**src/rtl/odsc_map.vh**
```
// Constants shared by the serial command port and its helpers.
// Assumes inclusion by bare name from the design files in rtl/.
`ifndef ODSC_MAP_VH
`define ODSC_MAP_VH

// ==========================================================
// Frame layout
`define ODSC_FRAME_BITS     4'hC
`define ODSC_CMD_MSB        11
`define ODSC_CMD_LSB        8
`define ODSC_DATA_MSB       7
`define ODSC_DATA_LSB       0

// ==========================================================
// Command field codes
`define ODSC_CMD_PWR_DOWN   4'h0
`define ODSC_CMD_CH_FIRST   4'h1
`define ODSC_CMD_PWR_UP     4'h9
`define ODSC_CMD_FUNC_SEL   4'hC
`define ODSC_CMD_SER_PAR    4'hD
`define ODSC_CMD_PAR_SER    4'hE
`define ODSC_CMD_DIR_SET    4'hF

// ==========================================================
// Reset values
`define ODSC_CODE_RESET     8'h00
`define ODSC_FUNC_RESET     8'h00
`define ODSC_DIR_RESET      8'h00
`define ODSC_PAR_RESET      8'h00
`define ODSC_SHIFT_RESET    12'h000
// Sync order {pins[7:0], reset_n, data, clock, select_n}
`define ODSC_SYNC_INIT      12'h009

// ==========================================================
// Timing counts in serial clock falling edges
`define ODSC_PS_FIRST_EDGE  4'h4
`define ODSC_FALL_MAX       4'hF

// ==========================================================
// Buffering
`define ODSC_FIFO_DEPTH     8
`define ODSC_FIFO_AW        3

`endif

```
**src/rtl/odsc_port.v**
```verilog
// Serial command port of an eight channel 8-bit converter / I/O expander.
// Assumes clk at 200 MHz, synchronous active high rst, and all serial
// and pin inputs asynchronous to clk; they are synchronised here.
//
// Behaviour
// (RULE1) Command is 12 bits, MSB first, select low
// (RULE2) Sample data on each serial clock rise
// (RULE3) Word acts at select rise after twelve bits
// (RULE4) Data byte is unsigned code, default zero
// (RULE5) Codes 0 down, 1-8 channels, 10-11 ignored
// (RULE6) Code 9 releases power down, data ignored
// (RULE7) Code 12 writes per pin function select
// (RULE8) Host sets direction with each function choice
// (RULE9) Code 15 writes pin direction register
// (RULE10) Host sends release, function, direction after reset
// (RULE11) Host uses external reset if select glitched
// (RULE12) Capture pins at select fall after 14
// (RULE13) Shift captured byte out from fourth fall
// (RULE14) Ignore falls before first rise in frame
// (RULE15) Code 13 drives data onto pins after rise
// (RULE16) Channel code updates after select rise only
// (RULE17) Output echoes old shift contents otherwise
// (RULE18) Only resets clear shift register, not select
// (RULE19) After reset all pins are high impedance
// (RULE20) Power down turns converter pins into I/O
// (RULE21) External reset input is active low
// (RULE22) Codes, function and direction held until changed
`timescale 1ns/1ps
`include "odsc_map.vh"

module odsc_port (
	input  wire        clk,
	input  wire        rst,
	input  wire        chip_select_n,
	input  wire        serial_clk,
	input  wire        serial_data_in,
	input  wire        external_reset_n,
	input  wire [7:0]  channel_pins_in,
	input  wire        hold_updates,
	output wire        serial_data_out,
	output wire [7:0]  channel_pins_out,
	output wire [7:0]  channel_pins_oe_n,
	output wire [63:0] dac_codes,
	output wire [7:0]  dac_enable,
	output wire        powered_up,
	output wire        frame_dropped
);

	// ==========================================================
	// Input synchronisation
	wire [11:0] sync_bus;   // Second stage outputs

	odsc_sync #(
		.WIDTH (12),
		.INIT  (`ODSC_SYNC_INIT)
	) u_sync (
		.clk  (clk),
		.rst  (rst),
		.din  ({channel_pins_in, external_reset_n, serial_data_in,
		        serial_clk, chip_select_n}),
		.dout (sync_bus)
	);

	wire       cs_n_s  = sync_bus[0];     // Select, synchronised
	wire       sclk_s  = sync_bus[1];     // Serial clock, synchronised
	wire       sdi_s   = sync_bus[2];     // Serial data, synchronised
	wire       ext_n_s = sync_bus[3];     // External reset, synchronised
	wire [7:0] pins_s  = sync_bus[11:4];  // Pin levels, synchronised

	// Active low pin or local reset clears everything but the synchroniser and the edge delay stage
	wire core_rst = rst | ~ext_n_s;       // see (RULE21)

	// ==========================================================
	// Edge detection on synchronised link signals
	reg cs_n_d_reg;   // Select, one cycle late
	reg sclk_d_reg;   // Serial clock, one cycle late

	// Delay stage for edge finding
	always @(posedge clk) begin
		if (rst) begin
			cs_n_d_reg <= 1'b1;
			sclk_d_reg <= 1'b0;
		end else begin
			cs_n_d_reg <= cs_n_s;
			sclk_d_reg <= sclk_s;
		end
	end

	wire cs_fall   = cs_n_d_reg & ~cs_n_s;             // Frame opens
	wire cs_rise   = ~cs_n_d_reg & cs_n_s;             // Frame closes
	wire sclk_rise = ~sclk_d_reg & sclk_s & ~cs_n_s;   // Counted only in frame, see (RULE3)
	wire sclk_fall = sclk_d_reg & ~sclk_s & ~cs_n_s;   // Output edges in frame

	// ==========================================================
	// Command shift register and bit counter
	reg  [11:0] shift_reg;      // Received bits, first bit at top
	reg  [11:0] shift_next;
	reg  [3:0]  bit_cnt_reg;    // Bits this frame, stops at twelve
	reg  [3:0]  bit_cnt_next;

	// Next shift state
	always @* begin
		shift_next   = shift_reg;
		bit_cnt_next = cs_fall ? 4'h0 : bit_cnt_reg;
		if (sclk_rise) begin
			// Sample on rise, MSB arrives first, see (RULE2) (RULE1)
			shift_next = {shift_reg[10:0], sdi_s};
			if (bit_cnt_next != `ODSC_FRAME_BITS) begin
				bit_cnt_next = bit_cnt_next + 4'h1;
			end
		end
	end

	// Select high leaves the shift register untouched
	always @(posedge clk) begin
		if (core_rst) begin
			shift_reg   <= `ODSC_SHIFT_RESET;   // see (RULE18)
			bit_cnt_reg <= 4'h0;
		end else begin
			shift_reg   <= shift_next;
			bit_cnt_reg <= bit_cnt_next;
		end
	end

	// ==========================================================
	// Command buffering
	wire        frame_done = cs_rise & (bit_cnt_reg == `ODSC_FRAME_BITS);   // see (RULE3)
	wire        fifo_in_ready;   // Room for a command
	wire        fifo_out_valid;  // Command waiting
	wire [11:0] head_word;       // Oldest command
	wire        cmd_pop = fifo_out_valid & ~hold_updates;   // Apply unless held
	reg         dropped_reg;     // Frame lost to a full buffer

	odsc_fifo #(
		.WIDTH (12),
		.DEPTH (`ODSC_FIFO_DEPTH),
		.AW    (`ODSC_FIFO_AW)
	) u_fifo (
		.clk       (clk),
		.rst       (core_rst),
		.in_valid  (frame_done),
		.in_ready  (fifo_in_ready),
		.in_data   (shift_reg),
		.out_valid (fifo_out_valid),
		.out_ready (~hold_updates),
		.out_data  (head_word)
	);

	// Flag a frame that found the buffer full
	always @(posedge clk) begin
		if (core_rst) begin
			dropped_reg <= 1'b0;
		end else begin
			dropped_reg <= frame_done & ~fifo_in_ready;
		end
	end

	wire [3:0] cmd_code = head_word[`ODSC_CMD_MSB:`ODSC_CMD_LSB];     // Field, top bit first
	wire [7:0] cmd_data = head_word[`ODSC_DATA_MSB:`ODSC_DATA_LSB];   // Data, bit 0 is LSB

	// ==========================================================
	// Configuration state
	reg       powered_reg;   // Analog section released
	reg [7:0] func_reg;      // 1 converter, 0 general I/O
	reg [7:0] dir_reg;       // 1 output, 0 high impedance input
	reg [7:0] par_reg;       // Serial to parallel pin data
	reg       ps_armed_reg;  // Parallel to serial pending

	// Apply one buffered command per cycle
	always @(posedge clk) begin
		if (core_rst) begin
			powered_reg  <= 1'b0;                // Power down by default, see (RULE5)
			func_reg     <= `ODSC_FUNC_RESET;
			dir_reg      <= `ODSC_DIR_RESET;     // All inputs, see (RULE19)
			par_reg      <= `ODSC_PAR_RESET;
			ps_armed_reg <= 1'b0;
		end else begin
			// Capture consumes the arm; a new arm below wins
			if (cs_fall) begin
				ps_armed_reg <= 1'b0;
			end
			if (cmd_pop) begin
				case (cmd_code)
					`ODSC_CMD_PWR_DOWN: begin
						powered_reg <= 1'b0;
						// Converter pins fall back to I/O, direction kept
						func_reg    <= `ODSC_FUNC_RESET;   // see (RULE20)
					end
					`ODSC_CMD_PWR_UP: begin
						powered_reg <= 1'b1;           // Data ignored, see (RULE6)
					end
					`ODSC_CMD_FUNC_SEL: begin
						func_reg <= cmd_data;          // see (RULE7)
					end
					`ODSC_CMD_SER_PAR: begin
						par_reg <= cmd_data;           // see (RULE15)
					end
					`ODSC_CMD_PAR_SER: begin
						ps_armed_reg <= 1'b1;          // see (RULE12)
					end
					`ODSC_CMD_DIR_SET: begin
						dir_reg <= cmd_data;           // see (RULE9)
					end
					default: begin
						// Channel codes handled per channel; 10, 11 no effect
					end
				endcase
			end
		end
	end

	// ==========================================================
	// Per channel converter codes
	genvar ch;
	generate
		for (ch = 0; ch < 8; ch = ch + 1) begin : g_chan
			localparam [31:0] CH_SUM  = `ODSC_CMD_CH_FIRST + ch;   // Field value, full width
			localparam [3:0]  CH_CODE = CH_SUM[3:0];                // Field value, cut to field
			reg [7:0] code_reg;   // Held code for this channel
			// Load only from a completed frame, see (RULE16) (RULE22)
			always @(posedge clk) begin
				if (core_rst) begin
					code_reg <= `ODSC_CODE_RESET;   // see (RULE4)
				end else if (cmd_pop && (cmd_code == CH_CODE)) begin
					code_reg <= cmd_data;           // see (RULE5)
				end
			end
			assign dac_codes[8*ch+7:8*ch] = code_reg;
		end
	endgenerate

	// ==========================================================
	// Parallel to serial frame and serial output
	reg       ps_active_reg;   // This frame returns pin data
	reg [7:0] ps_shift_reg;    // Captured byte, top bit next out
	reg       rise_seen_reg;   // A rise has occurred this frame
	reg [3:0] fall_cnt_reg;    // Counted falls this frame
	reg [3:0] fall_cnt_next;
	reg       so_reg;          // Serial output flop

	// Next fall count, saturating
	always @* begin
		fall_cnt_next = fall_cnt_reg;
		if (fall_cnt_reg != `ODSC_FALL_MAX) begin
			fall_cnt_next = fall_cnt_reg + 4'h1;
		end
	end

	// Frame tracking and output shifting
	always @(posedge clk) begin
		if (core_rst) begin
			ps_active_reg <= 1'b0;
			ps_shift_reg  <= 8'h00;
			rise_seen_reg <= 1'b0;
			fall_cnt_reg  <= 4'h0;
			so_reg        <= 1'b0;
		end else if (cs_fall) begin
			// New frame; grab pins if armed
			rise_seen_reg <= sclk_rise;
			fall_cnt_reg  <= 4'h0;
			ps_active_reg <= ps_armed_reg;
			if (ps_armed_reg) begin
				ps_shift_reg <= pins_s;            // see (RULE12)
			end
		end else if (cs_rise) begin
			ps_active_reg <= 1'b0;
		end else begin
			if (sclk_rise) begin
				rise_seen_reg <= 1'b1;
			end
			// Falls before the first rise are not counted
			if (sclk_fall && rise_seen_reg) begin   // see (RULE14)
				fall_cnt_reg <= fall_cnt_next;
				if (ps_active_reg) begin
					// Byte leaves from the fourth counted fall
					if (fall_cnt_next >= `ODSC_PS_FIRST_EDGE) begin   // see (RULE13)
						so_reg       <= ps_shift_reg[7];
						ps_shift_reg <= {ps_shift_reg[6:0], 1'b0};
					end
				end else begin
					// Echo of previous address and data
					so_reg <= shift_reg[11];        // see (RULE17)
				end
			end
		end
	end

	// ==========================================================
	// Pin and converter output flops
	reg [7:0] pins_out_reg;   // Digital pin levels
	reg [7:0] pins_oe_n_reg;  // Low while pin driven digitally
	reg [7:0] dac_en_reg;     // Converter output live

	// Registered pin drive from configuration
	always @(posedge clk) begin
		if (core_rst) begin
			pins_out_reg  <= 8'h00;
			pins_oe_n_reg <= 8'hFF;                 // High impedance, see (RULE19)
			dac_en_reg    <= 8'h00;
		end else begin
			pins_out_reg  <= par_reg;               // see (RULE15)
			pins_oe_n_reg <= ~(dir_reg & ~func_reg);
			dac_en_reg    <= func_reg & {8{powered_reg}};
		end
	end

	assign serial_data_out   = so_reg;
	assign channel_pins_out  = pins_out_reg;
	assign channel_pins_oe_n = pins_oe_n_reg;
	assign dac_enable        = dac_en_reg;
	assign powered_up        = powered_reg;
	assign frame_dropped     = dropped_reg;

endmodule // odsc_port

```
**src/rtl/odsc_sync.v**
```verilog
// Two flip-flop synchroniser bank for pins arriving from outside clk.
// Assumes a synchronous active high reset on the same clock.
`timescale 1ns/1ps

module odsc_sync #(
	parameter WIDTH = 12,
	parameter [WIDTH-1:0] INIT = {WIDTH{1'b0}}
) (
	input  wire             clk,
	input  wire             rst,
	input  wire [WIDTH-1:0] din,
	output wire [WIDTH-1:0] dout
);

	// ==========================================================
	// Per bit stages
	genvar i;
	generate
		for (i = 0; i < WIDTH; i = i + 1) begin : g_bit
			reg meta_reg;   // First stage, read only by second
			reg sync_reg;   // Second stage, safe to use
			// Two stage capture
			always @(posedge clk) begin
				if (rst) begin
					meta_reg <= INIT[i];
					sync_reg <= INIT[i];
				end else begin
					meta_reg <= din[i];
					sync_reg <= meta_reg;
				end
			end
			assign dout[i] = sync_reg;
		end
	endgenerate

endmodule // odsc_sync

```
**src/rtl/odsc_fifo.v**
```verilog
// Small flip-flop FIFO with valid and ready on both sides.
// Assumes DEPTH is a power of two and AW is its log2.
`timescale 1ns/1ps

module odsc_fifo #(
	parameter WIDTH = 12,
	parameter DEPTH = 8,
	parameter AW    = 3
) (
	input  wire             clk,
	input  wire             rst,
	input  wire             in_valid,
	output wire             in_ready,
	input  wire [WIDTH-1:0] in_data,
	output wire             out_valid,
	input  wire             out_ready,
	output wire [WIDTH-1:0] out_data
);

	localparam [31:0]   DEPTH_W  = DEPTH;  // Depth at integer width
	localparam [AW:0]   FULL_CNT = DEPTH_W[AW:0];  // Entries when full
	localparam [AW-1:0] PTR_ONE  = 1;      // Pointer step
	localparam [AW:0]   CNT_ONE  = 1;      // Count step

	reg [WIDTH-1:0] mem_reg [0:DEPTH-1];   // Storage
	reg [AW-1:0]    wr_ptr_reg;            // Next slot to fill
	reg [AW-1:0]    rd_ptr_reg;            // Head slot
	reg [AW:0]      count_reg;             // Occupancy

	wire push = in_valid & in_ready;       // Accepted write
	wire pop  = out_valid & out_ready;     // Accepted read

	assign in_ready  = (count_reg != FULL_CNT);
	assign out_valid = (count_reg != {(AW+1){1'b0}});
	assign out_data  = mem_reg[rd_ptr_reg];

	// ==========================================================
	// Pointers and occupancy
	always @(posedge clk) begin
		if (rst) begin
			wr_ptr_reg <= {AW{1'b0}};
			rd_ptr_reg <= {AW{1'b0}};
			count_reg  <= {(AW+1){1'b0}};
		end else begin
			if (push) begin
				mem_reg[wr_ptr_reg] <= in_data;
				wr_ptr_reg          <= wr_ptr_reg + PTR_ONE;
			end
			if (pop) begin
				rd_ptr_reg <= rd_ptr_reg + PTR_ONE;
			end
			// Count moves only when one side acts alone
			if (push && !pop) begin
				count_reg <= count_reg + CNT_ONE;
			end else if (pop && !push) begin
				count_reg <= count_reg - CNT_ONE;
			end
		end
	end

endmodule // odsc_fifo

```
**config.mk**
```make
export PLATFORM = sky130hd
export DESIGN_NAME = odsc_port
export DESIGN_NICKNAME = d
export VERILOG_FILES = /design/src/rtl/odsc_port.v /design/src/rtl/odsc_sync.v /design/src/rtl/odsc_fifo.v
export VERILOG_INCLUDE_DIRS = /design/src /design/src/rtl
export SDC_FILE = /design/constraint.sdc
export NUM_CORES = 1
export LEC_CHECK = 0
export ABC_CLOCK_PERIOD_IN_PS = 3000
export BUFFER_PORTS_ARGS = -buffer_cell sky130_fd_sc_hd__buf_2
export CAP_MARGIN = 20
export CELL_PAD_IN_SITES_DETAIL_PLACEMENT = 0
export CELL_PAD_IN_SITES_GLOBAL_PLACEMENT = 1
export CORE_AREA = 8 8 159 161
export DETAILED_ROUTE_END_ITERATION = 7
export DIE_AREA = 0 0 167 169
export PLACE_DENSITY_LB_ADDON = 0.1
export SLEW_MARGIN = 10
export SYNTH_ARGS = -nofsm -noshare
export SYNTH_HDL_FRONTEND = slang
export SYNTH_SLANG_ARGS = --single-unit
```
**constraint.sdc**
```tcl
create_clock -name clk -period 3 [get_ports clk]
set_input_delay 0.15 -clock clk [delete_from_list [all_inputs] [get_ports clk]]
set_output_delay 0.15 -clock clk [all_outputs]
set_load 0.05 [all_outputs]
```
==> run metrics <==
outcome=complete, no violations; CTS H-tree depth=1; cts hold-fix bufs=13; minimum clock period=roughly 2.7 ns; ys flop type=dfxtp_1; DPL Wire Length=approximately 15,000 um; IO buf count=roughly 110; Worst Setup End Kind=flop; Peak supply drop=between 0.0004 and 0.0005 V; GRT Total Usage=between 15 and 20%; GRT overflow=0; Final Hold Fails=0; P_sw=about 1.6 mW; # diodes=0; Worst-Margin Slew=about 0.97 ns; Max Fclk=0.366 GHz; Site Rows=between 50 and 60; combinational fraction of design power=about 1.6%; RSZ-0062 raised after global routing=no; Resized cells post-CTS=0; Worst-Skew Late Latency=roughly 0.55 ns; Initial Utilization=45.7%; PwrDens=633 nW/um^2; TritonCTS Buffers=30; CP peak stage delay=between 0.6 and 0.7 ns; # IOs=~110; critical path's top delay family=multiplexers; drt pass-1 iters=5; CTS sink count=around 280; Critical Path AT=3.20 ns; # setup viols final=0; synth unique cells=50; mapped cell area=roughly 10,000 sq um; final slew viol count=0; Total Wirelength=~22,000 um; mean area per synthesized cell=12.3 sq um; max reg flops=between 90 and 100; Yosys top cell area share=approximately 35%; syn_nets=between 800 and 900; fillers=approximately 1,900; WHS Endpoint=u_sync.g_bit[4].sync_reg; Max FO, Critical Path=16; Core ar.=22,900 sq um; Place WS=between 0.2 and 0.25 ns; Worst Path Required=around 3.5 ns; crit path launch type=flop; Cells after Synth=between 800 and 900; drt wl/cell=about 17 um; Worst Skew=about 0.02 ns; fin util=between 50% and 60%; drt first-iter violations=352; CTS tree=yes; Leak Pwr=about 5.0 nW; first-pass GRT wire length=between 30,000 and 40,000 um; Synth area leaders=dfxtp_1 35%, edfxtp_1 28%, mux2i_1 9.5%; WHS Path Cells=2; clock root buffer=clkbuf_16; Antenna Nets Post-Route=0; relative slew slack=between 30% and 40%; Die H=169 um; Hold Path Origin=rst; Setup Fix Bufs, Post-CTS=0; Hold Worst Slack=0.0539 ns; worst r2r path cells=6; Yosys reg bits=~280; Post-synth EDFFs=96; DR vias/cell=5.09; die extent in x=between 150 and 200 um; switching share of power=between 15 and 20%; Reg-to-Reg End=g_chan[7].code_reg[6]; final worst slack=~0.27 ns; Final #Nets=approximately 1,000; Yosys warnings=0; routability cong.=0.750; worst reg-to-reg setup slack=between 0.2 and 0.3 ns; ys async rst share=0%; Clock power frac=about half; sequential area share after synthesis=a little over three fifths; sequential power share=49.6%; drt drc=0; final setup TNS=0 ns; Hold Crit Class=input pin to flop; layout cells sized above 1=22.6%; maxcap violations=0; slowest CP cell=dfxtp_1; Worst Path Buf+Inv=0; clock tree buffer depth=3; area grow syn2layout=19.7%; number of global-route vias before repair=about 6,900; vias=between 6,000 and 7,000; Tcrit/Tclk final=91.1%; Cell Chain, Critical Path=mux4_1, mux2_2, o211ai_1, or3_1, nand3_1, o21ai_1; clk slew on worst S/H paths=approximately 0.060 ns; die area=between 20,000 and 30,000 sq um; Internal=6.37 mW; leading area contributor after synthesis=dfxtp_1; largest net degree at the start of global routing=50; antenna violations before repair=0; critical path type=flop to flop
-- cell families after synthesis --
family | share of synthesized area [%]
flip-flops | 62.9
AND/OR/NAND/NOR | 12.7
multiplexers | 13.2
AO/OA/AOI/OAI | 6.05
buffers and inverters | 2.87
adder cells (fa/ha/maj) | 1.51
XOR/XNOR | 0.753
-- cell usage after synthesis, types with 2 or more instances --
cell	count
dfxtp_1	185
nand2_1	122
mux2i_1	99
edfxtp_1	96
nor2_1	39
a21oi_1	31
nor2b_1	31
clkbuf_1	30
a211oi_1	23
inv_1	20
nand3_1	15
or2_2	14
mux4_2	13
nand2b_1	12
ha_1	11
o21ai_0	11
and3_1	10
nor3_1	8
o2bb2ai_1	8
buf_2	6
buf_6	6
o21ai_2	6
xnor2_1	6
mux2_2	4
nand4_1	4
a2111oi_0	3
a31oi_1	3
nand2_2	3
xor2_1	3
a41o_1	2
and2_1	2
buf_1	2
mux4_1	2
nor2_4	2
nor2_8	2
o21ai_1	2
or3_1	2
-- power by group through the flow --
| stage | logic (mW) | clock network, mW | registers [mW] |
|---|---|---|---|
| 6_report | 0.127 | 3.87 | 3.93 |
| 5_1_grt | 0.138 | 4.13 | 3.93 |
| 4_1_cts | 0.128 | 3.96 | 3.93 |
| 3_5_place_dp | 0.115 | 0 | 4.01 |
| 3_3_place_gp | 0.113 | 0 | 4.01 |
| 2_1_floorplan | 0.0710 | 0 | 4.01 |
-- placed cells by master, fill, tap and decap left out, drive strengths merged, types with 2 or more instances in the layout --
cell	synthesis	routed
clkinv	0	7
clkbuf	30	35
edfxtp	96	96
nor3	8	8
o21ai	19	19
and2	2	2
mux4	15	15
xnor2	6	6
bufinv	0	6
nor2	43	43
or3	2	2
nor2b	31	31
nand2b	13	13
nand4	4	4
a41o	2	2
a31oi	4	4
dfxtp	185	185
o2bb2ai	8	8
mux2i	99	99
ha	11	11
or2	15	15
a211oi	23	23
a21oi	32	32
a2111oi	3	3
xor2	3	3
nand2	125	125
inv	20	21
dlygate4sd3	0	13
mux2	4	4
buf	15	130
and3	10	10
nand3	15	15
clkinvlp	0	7
-- through the flow --
| step | instance area (sq um) | power (mW) | instances |
|---|---|---|---|
| after floorplan | 10500 | 4.08 | 851 |
| after CTS | 12500 | 8.02 | 1295 |
| after global placement | 11300 | 4.13 | 1226 |
| final | 12500 | 7.93 | 1295 |
| after global routing | 12500 | 8.20 | 1295 |
| after detailed placement | 11300 | 4.13 | 1226 |
-- worst max path at each step --
| stage | depth (start not counted) | end | slack [ns] | startpoint |
|---|---|---|---|---|
| floorplan | 11 | u_fifo.count_reg[3] | 0.58 | u_sync.g_bit[0].sync_reg |
| global placement | 6 | g_chan[7].code_reg[6] | 0.40 | flop |
| detailed placement | 6 | g_chan[7].code_reg[6] | 0.24 | flop |
| CTS | 6 | g_chan[7].code_reg[6] | 0.22 | flop |
| global route | 6 | g_chan[7].code_reg[6] | 0.03 | flop |
| finish | 6 | g_chan[7].code_reg[6] | 0.27 | flop |
-- final cells by class --
class | instances | area, sq um | share of cell area [%]
inverter | 20 | 75.1 | 0.599
clock inverter | 21 | 269 | 2.15
sequential | 281 | 6590 | 52.6
timing repair buffer | 143 | 856 | 6.83
clock buffer | 35 | 791 | 6.31
tap | 290 | 363 | 2.90
multi-input combinational | 505 | 3590 | 28.6
-- layer usage --
metal	routed length, um	track usage [%]	vias to the layer above
met5	0	0	-
met4	426	4.66	0
met3	1290	3.35	37
met2	10600	27.7	176
met1	10100	19.1	3124
li1	-	-	3255
Power figures use the tool's default switching activity.
